===== src/shared/aos_pkg.sv =====
// Package of modes, levels and timing constants for the output sequencer
`default_nettype none
package aos_pkg;
	// Output modes as programmed (1..8)
	localparam logic [3:0] AOS_MODE_LATCH       = 4'h1;
	localparam logic [3:0] AOS_MODE_DLY_LATCH   = 4'h2;
	localparam logic [3:0] AOS_MODE_INV         = 4'h3;
	localparam logic [3:0] AOS_MODE_DLY_INV     = 4'h4;
	localparam logic [3:0] AOS_MODE_PULSE       = 4'h5;
	localparam logic [3:0] AOS_MODE_DLY_PULSE   = 4'h6;
	localparam logic [3:0] AOS_MODE_TRAIN       = 4'h7;
	localparam logic [3:0] AOS_MODE_DLY_TRAIN   = 4'h8;
	// Input activation levels
	localparam logic [1:0] AOS_LVL_LOW          = 2'h1;
	localparam logic [1:0] AOS_LVL_HIGH         = 2'h2;
	// Tick timebase: 1 ms at 50 MHz
	localparam int         AOS_CLK_HZ           = 50000000;
	localparam int         AOS_TICK_US          = 1000;
	localparam int         AOS_TICK_CYCLES      = AOS_CLK_HZ / 1000000 * AOS_TICK_US;
	// Widths of the programmable counts
	localparam int         AOS_TIME_W           = 16;
	// Reset values
	localparam logic       AOS_RST_OUT          = 1'b0;
	// Edges after reset before the sense synchroniser output is trusted
	localparam logic [2:0] AOS_SETTLE_CNT       = 3'h5;
	// Sequencer states
	typedef enum logic [2:0] {
		AOS_IDLE,
		AOS_DELAY,
		AOS_ON,
		AOS_PULSE_HI,
		AOS_PULSE_LO,
		AOS_DONE
	} aos_state_type;
endpackage : aos_pkg
`default_nettype wire


===== src/logic/aos_in_sync.sv =====
// Three-stage input synchroniser with agreement filter
`default_nettype none
module aos_in_sync (
	input  wire logic i_sys_clk,
	input  wire logic i_rstn,
	input  wire logic i_async,
	output logic      o_level
);
	logic s1_q;
	logic s2_q;
	logic s3_q;

	// Chain; first stage feeds only the second
	always_ff @(posedge i_sys_clk or negedge i_rstn) begin
		if (!i_rstn) begin
			s1_q <= 1'b0;
			s2_q <= 1'b0;
			s3_q <= 1'b0;
		end else begin
			s1_q <= i_async;
			s2_q <= s1_q;
			s3_q <= s2_q;
		end
	end

	// Level moves only when stages two and three agree
	always_ff @(posedge i_sys_clk or negedge i_rstn) begin
		if (!i_rstn) begin
			o_level <= 1'b0;
		end else if (s2_q == s3_q) begin
			o_level <= s3_q;
		end
	end
endmodule : aos_in_sync
`default_nettype wire


===== src/logic/aos_sequencer.sv =====
// Output sequencer and input activation monitor for an addressable loop device
`default_nettype none
// Behaviour
// - Mode 1: latch on until reset/off
// - Mode 2: delay, then latch until reset
// - Modes 3,4: inverted modes 1,2; relay idle energised
// - Inverted open collector: supply idle, zero active
// - Mode 5: single pulse, self clears
// - Mode 6: delay, one pulse per activation
// - Mode 7: pulse train until reset/off
// - Mode 8: delay, then train until reset
// - Level 1: low input reports activation
// - Level 2: high input reports activation
module aos_sequencer
	import aos_pkg::*;
#(
	parameter int TICK_CYCLES = AOS_TICK_CYCLES,
	parameter int TIME_W      = AOS_TIME_W
) (
	input  wire logic              i_sys_clk,
	input  wire logic              i_rstn,
	input  wire logic [3:0]        i_out_mode,
	input  wire logic [TIME_W-1:0] i_delay_ticks,
	input  wire logic [TIME_W-1:0] i_width_ticks,
	input  wire logic              i_activate,
	input  wire logic              i_panel_reset,
	input  wire logic              i_switch_off,
	input  wire logic [1:0]        i_in_level,
	input  wire logic              i_sense_pin,
	output logic                   o_relay_on,
	output logic                   o_oc_supply,
	output logic                   o_active,
	output logic                   o_input_report,
	output logic                   o_input_state
);
	// Divider width, sized to hold the cycle count of one tick period
	localparam int TDIV_W = $clog2(TICK_CYCLES + 1);

	aos_state_type     state_q;
	logic [TDIV_W-1:0] div_q;
	logic              tick;
	logic [TIME_W-1:0] tcnt_q;
	logic              sense_lvl;
	logic              sense_act;
	logic              sense_act_q;
	logic [2:0]        settle_q;
	logic              sense_ok;
	logic              stop;
	logic              active_d;

	// True for delayed variants (2,4,6,8)
	function automatic logic aos_has_delay(input logic [3:0] m);
		return (m == AOS_MODE_DLY_LATCH) || (m == AOS_MODE_DLY_INV) ||
			(m == AOS_MODE_DLY_PULSE) || (m == AOS_MODE_DLY_TRAIN);
	endfunction : aos_has_delay

	// True for inverted variants (3,4)
	function automatic logic aos_is_inv(input logic [3:0] m);
		return (m == AOS_MODE_INV) || (m == AOS_MODE_DLY_INV);
	endfunction : aos_is_inv

	// State entered once any delay is over
	function automatic aos_state_type aos_run_state(input logic [3:0] m);
		if ((m == AOS_MODE_PULSE) || (m == AOS_MODE_DLY_PULSE) ||
			(m == AOS_MODE_TRAIN) || (m == AOS_MODE_DLY_TRAIN)) begin
			return AOS_PULSE_HI;
		end
		return AOS_ON;
	endfunction : aos_run_state

	// Reset command or switch-off ends every mode
	assign stop = i_panel_reset || i_switch_off;

	// Sense input synchronised and filtered
	aos_in_sync u_sense_sync (
		.i_sys_clk (i_sys_clk),
		.i_rstn    (i_rstn),
		.i_async   (i_sense_pin),
		.o_level   (sense_lvl)
	);

	// Synchroniser stages reset low, so an idle-high pin would look like a
	// falling input right after reset; hold the sense off until refilled
	always_ff @(posedge i_sys_clk or negedge i_rstn) begin
		if (!i_rstn) begin
			settle_q <= 3'h0;
		end else if (settle_q != AOS_SETTLE_CNT) begin
			settle_q <= settle_q + 3'h1;
		end
	end
	assign sense_ok = (settle_q == AOS_SETTLE_CNT);

	// level 1 active low, level 2 active high; other codes never report
	always_comb begin
		if (!sense_ok) begin
			sense_act = 1'b0;
		end else if (i_in_level == AOS_LVL_LOW) begin
			sense_act = !sense_lvl;
		end else if (i_in_level == AOS_LVL_HIGH) begin
			sense_act = sense_lvl;
		end else begin
			sense_act = 1'b0;
		end
	end

	// report pulse on the idle-to-active edge
	always_ff @(posedge i_sys_clk or negedge i_rstn) begin
		if (!i_rstn) begin
			sense_act_q    <= 1'b0;
			o_input_report <= 1'b0;
			o_input_state  <= 1'b0;
		end else begin
			sense_act_q    <= sense_act;
			o_input_report <= sense_act && !sense_act_q;
			o_input_state  <= sense_act;
		end
	end

	// tick prescaler restarts with each new activation
	always_ff @(posedge i_sys_clk or negedge i_rstn) begin
		if (!i_rstn) begin
			div_q <= '0;
		end else if (stop || (i_activate && state_q == AOS_IDLE) || tick) begin
			div_q <= '0;
		end else begin
			div_q <= div_q + TDIV_W'(1);
		end
	end
	assign tick = (div_q == TDIV_W'(TICK_CYCLES - 1));

	// Sequencer; tick counter shared by delay and width
	always_ff @(posedge i_sys_clk or negedge i_rstn) begin
		if (!i_rstn) begin
			state_q <= AOS_IDLE;
			tcnt_q  <= '0;
		end else if (stop) begin
			state_q <= AOS_IDLE;
			tcnt_q  <= '0;
		end else begin
			case (state_q)
				AOS_IDLE: begin
					tcnt_q <= '0;
					if (i_activate) begin
						if (aos_has_delay(i_out_mode) && i_delay_ticks != '0) begin
							state_q <= AOS_DELAY;
						end else begin
							state_q <= aos_run_state(i_out_mode);
						end
					end
				end
				AOS_DELAY: begin
					if (tick) begin
						if (tcnt_q + TIME_W'(1) >= i_delay_ticks) begin
							tcnt_q  <= '0;
							state_q <= aos_run_state(i_out_mode);
						end else begin
							tcnt_q <= tcnt_q + TIME_W'(1);
						end
					end
				end
				AOS_ON: begin
					tcnt_q <= '0;
				end
				AOS_PULSE_HI: begin
					if (tick) begin
						if (tcnt_q + TIME_W'(1) >= i_width_ticks) begin
							tcnt_q <= '0;
							if (i_out_mode == AOS_MODE_PULSE ||
								i_out_mode == AOS_MODE_DLY_PULSE) begin
								state_q <= AOS_DONE;
							end else begin
								state_q <= AOS_PULSE_LO;
							end
						end else begin
							tcnt_q <= tcnt_q + TIME_W'(1);
						end
					end
				end
				AOS_PULSE_LO: begin
					if (tick) begin
						if (tcnt_q + TIME_W'(1) >= i_width_ticks) begin
							tcnt_q  <= '0;
							state_q <= AOS_PULSE_HI;
						end else begin
							tcnt_q <= tcnt_q + TIME_W'(1);
						end
					end
				end
				AOS_DONE: begin
					// wait for activation to drop, no refire
					tcnt_q <= '0;
					if (!i_activate) begin
						state_q <= AOS_IDLE;
					end
				end
				default: begin
					state_q <= AOS_IDLE;
					tcnt_q  <= '0;
				end
			endcase
		end
	end

	// Logical activity of the output
	assign active_d = !stop && ((state_q == AOS_ON) || (state_q == AOS_PULSE_HI));

	// open collector supplies idle in inverted modes
	always_ff @(posedge i_sys_clk or negedge i_rstn) begin
		if (!i_rstn) begin
			o_active    <= AOS_RST_OUT;
			o_relay_on  <= AOS_RST_OUT;
			o_oc_supply <= AOS_RST_OUT;
		end else begin
			o_active    <= active_d;
			o_relay_on  <= aos_is_inv(i_out_mode) ? !active_d : active_d;
			o_oc_supply <= aos_is_inv(i_out_mode) ? !active_d : active_d;
		end
	end
endmodule : aos_sequencer
`default_nettype wire


===== config.mk =====
export PLATFORM = sky130hd
export DESIGN_NAME = aos_sequencer
export DESIGN_NICKNAME = d
export VERILOG_FILES = /design/src/shared/aos_pkg.sv /design/src/logic/aos_in_sync.sv /design/src/logic/aos_sequencer.sv
export SDC_FILE = /design/constraint.sdc
export NUM_CORES = 1
export LEC_CHECK = 0
export ABC_AREA = 1
export ABC_CLOCK_PERIOD_IN_PS = 2100
export BUFFER_PORTS_ARGS = -buffer_cell sky130_fd_sc_hd__buf_2
export CORE_ASPECT_RATIO = 0.9
export CORE_MARGIN = 2
export CORE_UTILIZATION = 53
export DETAILED_ROUTE_END_ITERATION = 10
export PLACE_DENSITY = 0.76
export SLEW_MARGIN = 20
export SYNTH_ARGS = -nofsm -noshare
export SYNTH_HDL_FRONTEND = slang
export SYNTH_SLANG_ARGS = --single-unit

===== constraint.sdc =====
create_clock -name i_sys_clk -period 2.1 [get_ports i_sys_clk]
set_input_delay 0.42 -clock i_sys_clk [delete_from_list [all_inputs] [get_ports i_sys_clk]]
set_output_delay 0.42 -clock i_sys_clk [all_outputs]
set_load 0.01 [all_outputs]

# == Word-level counts from Yosys, hierarchy flattened ==
# Cells that the tools add are included.
# Widths: inputs -> output; s select.
# classes
n_reduce_logical,24
n_lt_le_gt_ge,2
eq_ne,28
n_mux,35
addsub,3
# ops
operator,n
$mux 16,6
$mux 3,13
$add 16x1->16 const B,2
$ge 16x16->1,2
$pmux 16 s2,1
$ne 3x3->1 const B,9
$pmux 3 s6,1
$eq 16x16->1 const B,1
$eq 4x3->1 const B,4
$reduce_bool 16->1,1
$mux 1,14
$logic_or 1x1->1,11
$eq 3x3->1 const B,3
$reduce_and 9->1,1
$eq 4x2->1 const B,2
$eq 3x2->1 const B,2
$eq 4x4->1 const B,1
$logic_and 1x1->1,4
$logic_not 1->1,4
$add 3x1->3 const B,1
$eq 3x1->1 const B,1
$logic_not 3->1,1
$ne 3x1->1 const B,1
$eq 2x1->1 const B,1
5 further kinds,5
# word_totals
in_bits,44
ff_bits,46
out_inout_bits,5

# == Depth between registers and ports, before layout ==
# logic_depth
depth_word,14
depth_mapped,18

# == By module ==
# A second synthesis with hierarchy kept.
# unflattened
cells_unflattened,489
area_unflattened_um2,3535.9
# modules_own_cells
mod,area_each_um2,cells_each,seq_area_each_um2,n_inst
aos_sequencer,3419.5,481,1051.0,1
aos_in_sync,116.4,8,100.1,1

# == Worst setup path before layout ==
# OpenSTA, ideal clock, no wires.
# synth_path
path_kind,register -> register
startpoint,register tcnt_q[0]
endpoint,register tcnt_q[13]
arrival_time_ns,2.193
setup_time_ns,0.065
slack_ns,-0.158
period_less_slack_ns,2.258
path_stages_with_launch,16
cell_sequence,dfrtp_1 nand3_1 nor3_2 nand3_1 xnor2_1 ha_1 nand2_1 inv_1 o21ai_0 nand3_1 nor2_1 nand2_1 nand2_4 buf_8 nand4_1 nand2_1
# synth_via
elab_chain_len,6
# synth_lines
item,line_no,source
"start, declared",aos_sequencer.sv:42,logic [TIME_W-1:0] tcnt_q;
"start signal, assigned",aos_sequencer.sv:157,tcnt_q <= tcnt_q + TIME_W'(1);
"start signal, assigned",aos_sequencer.sv:175,tcnt_q <= tcnt_q + TIME_W'(1);
"start signal, assigned",aos_sequencer.sv:185,tcnt_q <= tcnt_q + TIME_W'(1);
$add 16x1->16 (*),--,
$ge 16x16->1 (on tied branches),"aos_sequencer.sv:166, aos_sequencer.sv:181, aos_sequencer.sv:153",
$mux 16 (on tied branches),"aos_sequencer.sv:166, aos_sequencer.sv:181, aos_sequencer.sv:153",
$mux 16 (on tied branches),"aos_sequencer.sv:165, aos_sequencer.sv:152",
$pmux 16 s2 (*),aos_sequencer.sv:140,case (state_q)
$mux 16 (*),aos_sequencer.sv:136,end else if (stop) begin
# Mark *: on every way between the ends. The rest lies on a longest branch, timed or not. The select of a mux whose other input is x is not followed.
# A chain may end at the register's enable or synchronous reset.

# == Worst setup path in the final report ==
# layout_path
startpoint,register tcnt_q[3]
endpoint,register tcnt_q[15]
# The elaborated chain is that of the path after synthesis.

==> out/summary.txt <==
Layout area overhead = 26.9%
Total Routing Usage GR = 23.4%
Fin. max-slew vios = 0
Share of cells above drive strength 1 = 26.2%
Multiplexer share of the synthesized area = 0%
Fin. Hold Viols = 0
Synthesized area = 3530 µm²
Synth top cells by count = 122 x nand2_1, 86 x inv_1, 46 x dfrtp_1
Clock Latency Late Sink = 290 ps
Post-Place Cells = 649
Yosys top cell area share = 32.6%
Power per Cell Area = 412 nW/µm²
Post-Layout Cell Count = 671
Largest cells by area after synthesis = dfrtp_1 33%, nand2_1 13%, ha_1 13%
Global-route track usage on met2 = 41.4%
Maxcap violations = 0
Part of the cycle the worst path needs = 121%
Max clock buf depth = 2
Critical path peak fanout = 7
DRT Pass-1 Iters = 5
TritonCTS buffer count = 5
Setup TNS Final = -7090 ps
Arrival time at the worst endpoint = 2780 ps
Max Clk Rate = 0.393 GHz
CTS root buffer = clkbuf_8
Boundary Pins = 49
First-pass GRT wire length = 13.9 mm
Startpoint types = flip-flop
Initial Utilization = 54.1%
Clock skew = 9.03 ps
DRT antenna net count = 0
CORE AREA = 6520 µm²
Peak supply drop = 282 µV
Kind of critical path = reg -> reg
Post-synthesis simple-gate area fraction = 32.2%
Antenna violations before repair = 0
Ys Warns = 0
Grt peak-use layer = met2
Via count = 3,454
Register clock-pin slew on the reported worst setup and hold paths = 90 ps
First DRT Iteration DRCs = 203
IO Port Bufs = 48
Final wirelength = 8.87 mm
Leak = 2.52 nW
Row cnt = 28
Post-synthesis compound-gate area fraction = 5.53%
Total die area = 7330 µm²
Post-synth EDFFs = 0
Vias in the first global route = 3,177
Syn Nets = 564
Die H = 81.4 µm
Post-synth ARST share = 100%
H-tree depth = 2
CTS tree = built
Hold slack = 99.2 ps
Count of different cell masters after synthesis = 28
Worst setup margin = -447 ps
Worst slew margin = 63.9%
RSZ-0062 raised after global routing = yes
Leading area contributor after synthesis = dfrtp_1
Status = finished with violations
Min-delay worst type = in -> async
DRC = 0
Setup crit start = tcnt_q[3]
GRT overflow = 0
Chip width = 90.0 µm
Drt via density = 5.15
GRT met3 Usage = 4.36%
Nets@finish = 660
Sequential area share after synthesis = 32.6%
Crit. End Element = flip-flop
Synth Area in Adders = 13.0%
Critical Path RT = 2330 ps
# clock sinks = 46
ANT cells = 0
Largest family of logic cells by synthesized area = simple AND/OR/NAND/NOR gates
WL/cell = 13.2 µm
Syn_area_per_cell = 7.29 µm²
GR met1 Demand/Resource = 30.0%
Failing checks = negative setup slack
Final min period = 2550 ps
Pin count of the biggest net entering global routing = 27
Register bit total from synthesis = 46
XOR/XNOR Fraction of Synth Area = 4.96%
Worst Max-Slew Pin Slew = 542 ps
Top-count cell post-synth = nand2_1
Setup violators final = 19
DP Wirelength = 6.24 mm
Primary FF master, synth = dfrtp_1
GPL Wtd Cong = 0.884
FF-to-FF Start = tcnt_q[3]
Mapped Cells = 484
per-layer routing:
metal  routed length (µm)  share of wire [%]
met5                    0                  0
met4                  281                3.2
met3                  522                5.9
met2                 4260                 48
met1                 3810                 43
cell usage in the layout, fill, tap and decap left out, drive strengths merged:
| cell | n |
|---|---|
| nand2 | 125 |
| a21oi | 22 |
| maj3 | 1 |
| dfrtp | 46 |
| nand4 | 24 |
| clkbuf | 7 |
| inv | 90 |
| bufinv | 1 |
| nand3 | 34 |
| xor2 | 12 |
| and2 | 1 |
| xnor2 | 8 |
| nor3 | 13 |
| nor2 | 47 |
| nor4 | 1 |
| o21ai | 15 |
| o211a | 1 |
| ha | 36 |
| buf | 97 |
timing repair:
action / in CTS / in global routing
pin swaps: 17 / 8
setup endpoints to repair: 19 / 19
gates resized for setup: 17 / 8
endpoints found under the hold margin: 0 / 0
hold buffers: 0 / 0
setup buffers: 10 / 4
logic make-up after synthesis:
| kind of cell | after synthesis |
|---|---|
| AO/OA/AOI/OAI | 38 |
| AND/OR/NAND/NOR | 245 |
| XOR/XNOR | 20 |
| flip-flops | 46 |
| buffers and inverters | 98 |
| adder cells (fa/ha/maj) | 37 |
sequential cells by signal, indices dropped and copies added (netlist names):
register,count
div_q,16
u_sense_sync.s2_q,1
state_q,3
o_oc_supply,1
tcnt_q,16
u_sense_sync.s1_q,1
sense_act_q,1
u_sense_sync.s3_q,1
o_active,1
u_sense_sync.o_level,1
o_input_report,1
settle_q,3
worst paths after layout:
kind	end	slack, ps	cells after the start
setup / recovery	tcnt_q[15]	-450	16
hold / removal	tcnt_q[15]	100	1
setup reg to reg	tcnt_q[15]	-450	16
hold reg to reg	u_sense_sync.s2_q	380	0
max in group asynchronous	u_sense_sync.o_level	1480	2
min in group i_sys_clk	u_sense_sync.s1_q	230	1
metrics by stage:
stage	total power, mW	utilization [%]	area (µm²)	setup slack, ps
final	1.84	68.7	4480	-447
after global routing	1.94	68.7	4480	-584
after CTS	1.86	67.6	4400	-304
after detailed placement	1.19	63.2	4120	-490
after global placement	1.18	63.2	4120	-396
after floorplan	1.09	-	3560	-108
report_power, final:
| group | switching, mW | internal [mW] | total (mW) |
|---|---|---|---|
| registers | 0.0146 | 0.902 | 0.916 |
| clock network | 0.287 | 0.356 | 0.643 |
| logic | 0.169 | 0.115 | 0.285 |
| total | 0.471 | 1.37 | 1.84 |
cell type report:
cell class	count	area [µm²]
Sequential cell	46	1150
Timing Repair Buffer	97	637
Inverter	90	338
Clock buffer	7	76.3
Fill cell	508	2040
Clock inverter	1	30.0
Multi-Input combinational cell	340	2130
Tap cell	90	113
critical path, cell delays in order, from the launching register on:
cell	delay, ps
dfrtp_1	420
inv_2	100
nor3_4	210
nand2_2	140
xor2_4	300
ha_4	250
nand2_1	80
nor2_1	60
and2_1	130
nor2_1	100
nand2_1	70
nand2_1	70
nand2_2	70
nand2_4	140
buf_4	150
nand4_1	90
nand2_1	100
Note: power is estimated with default switching activity, not from simulation.
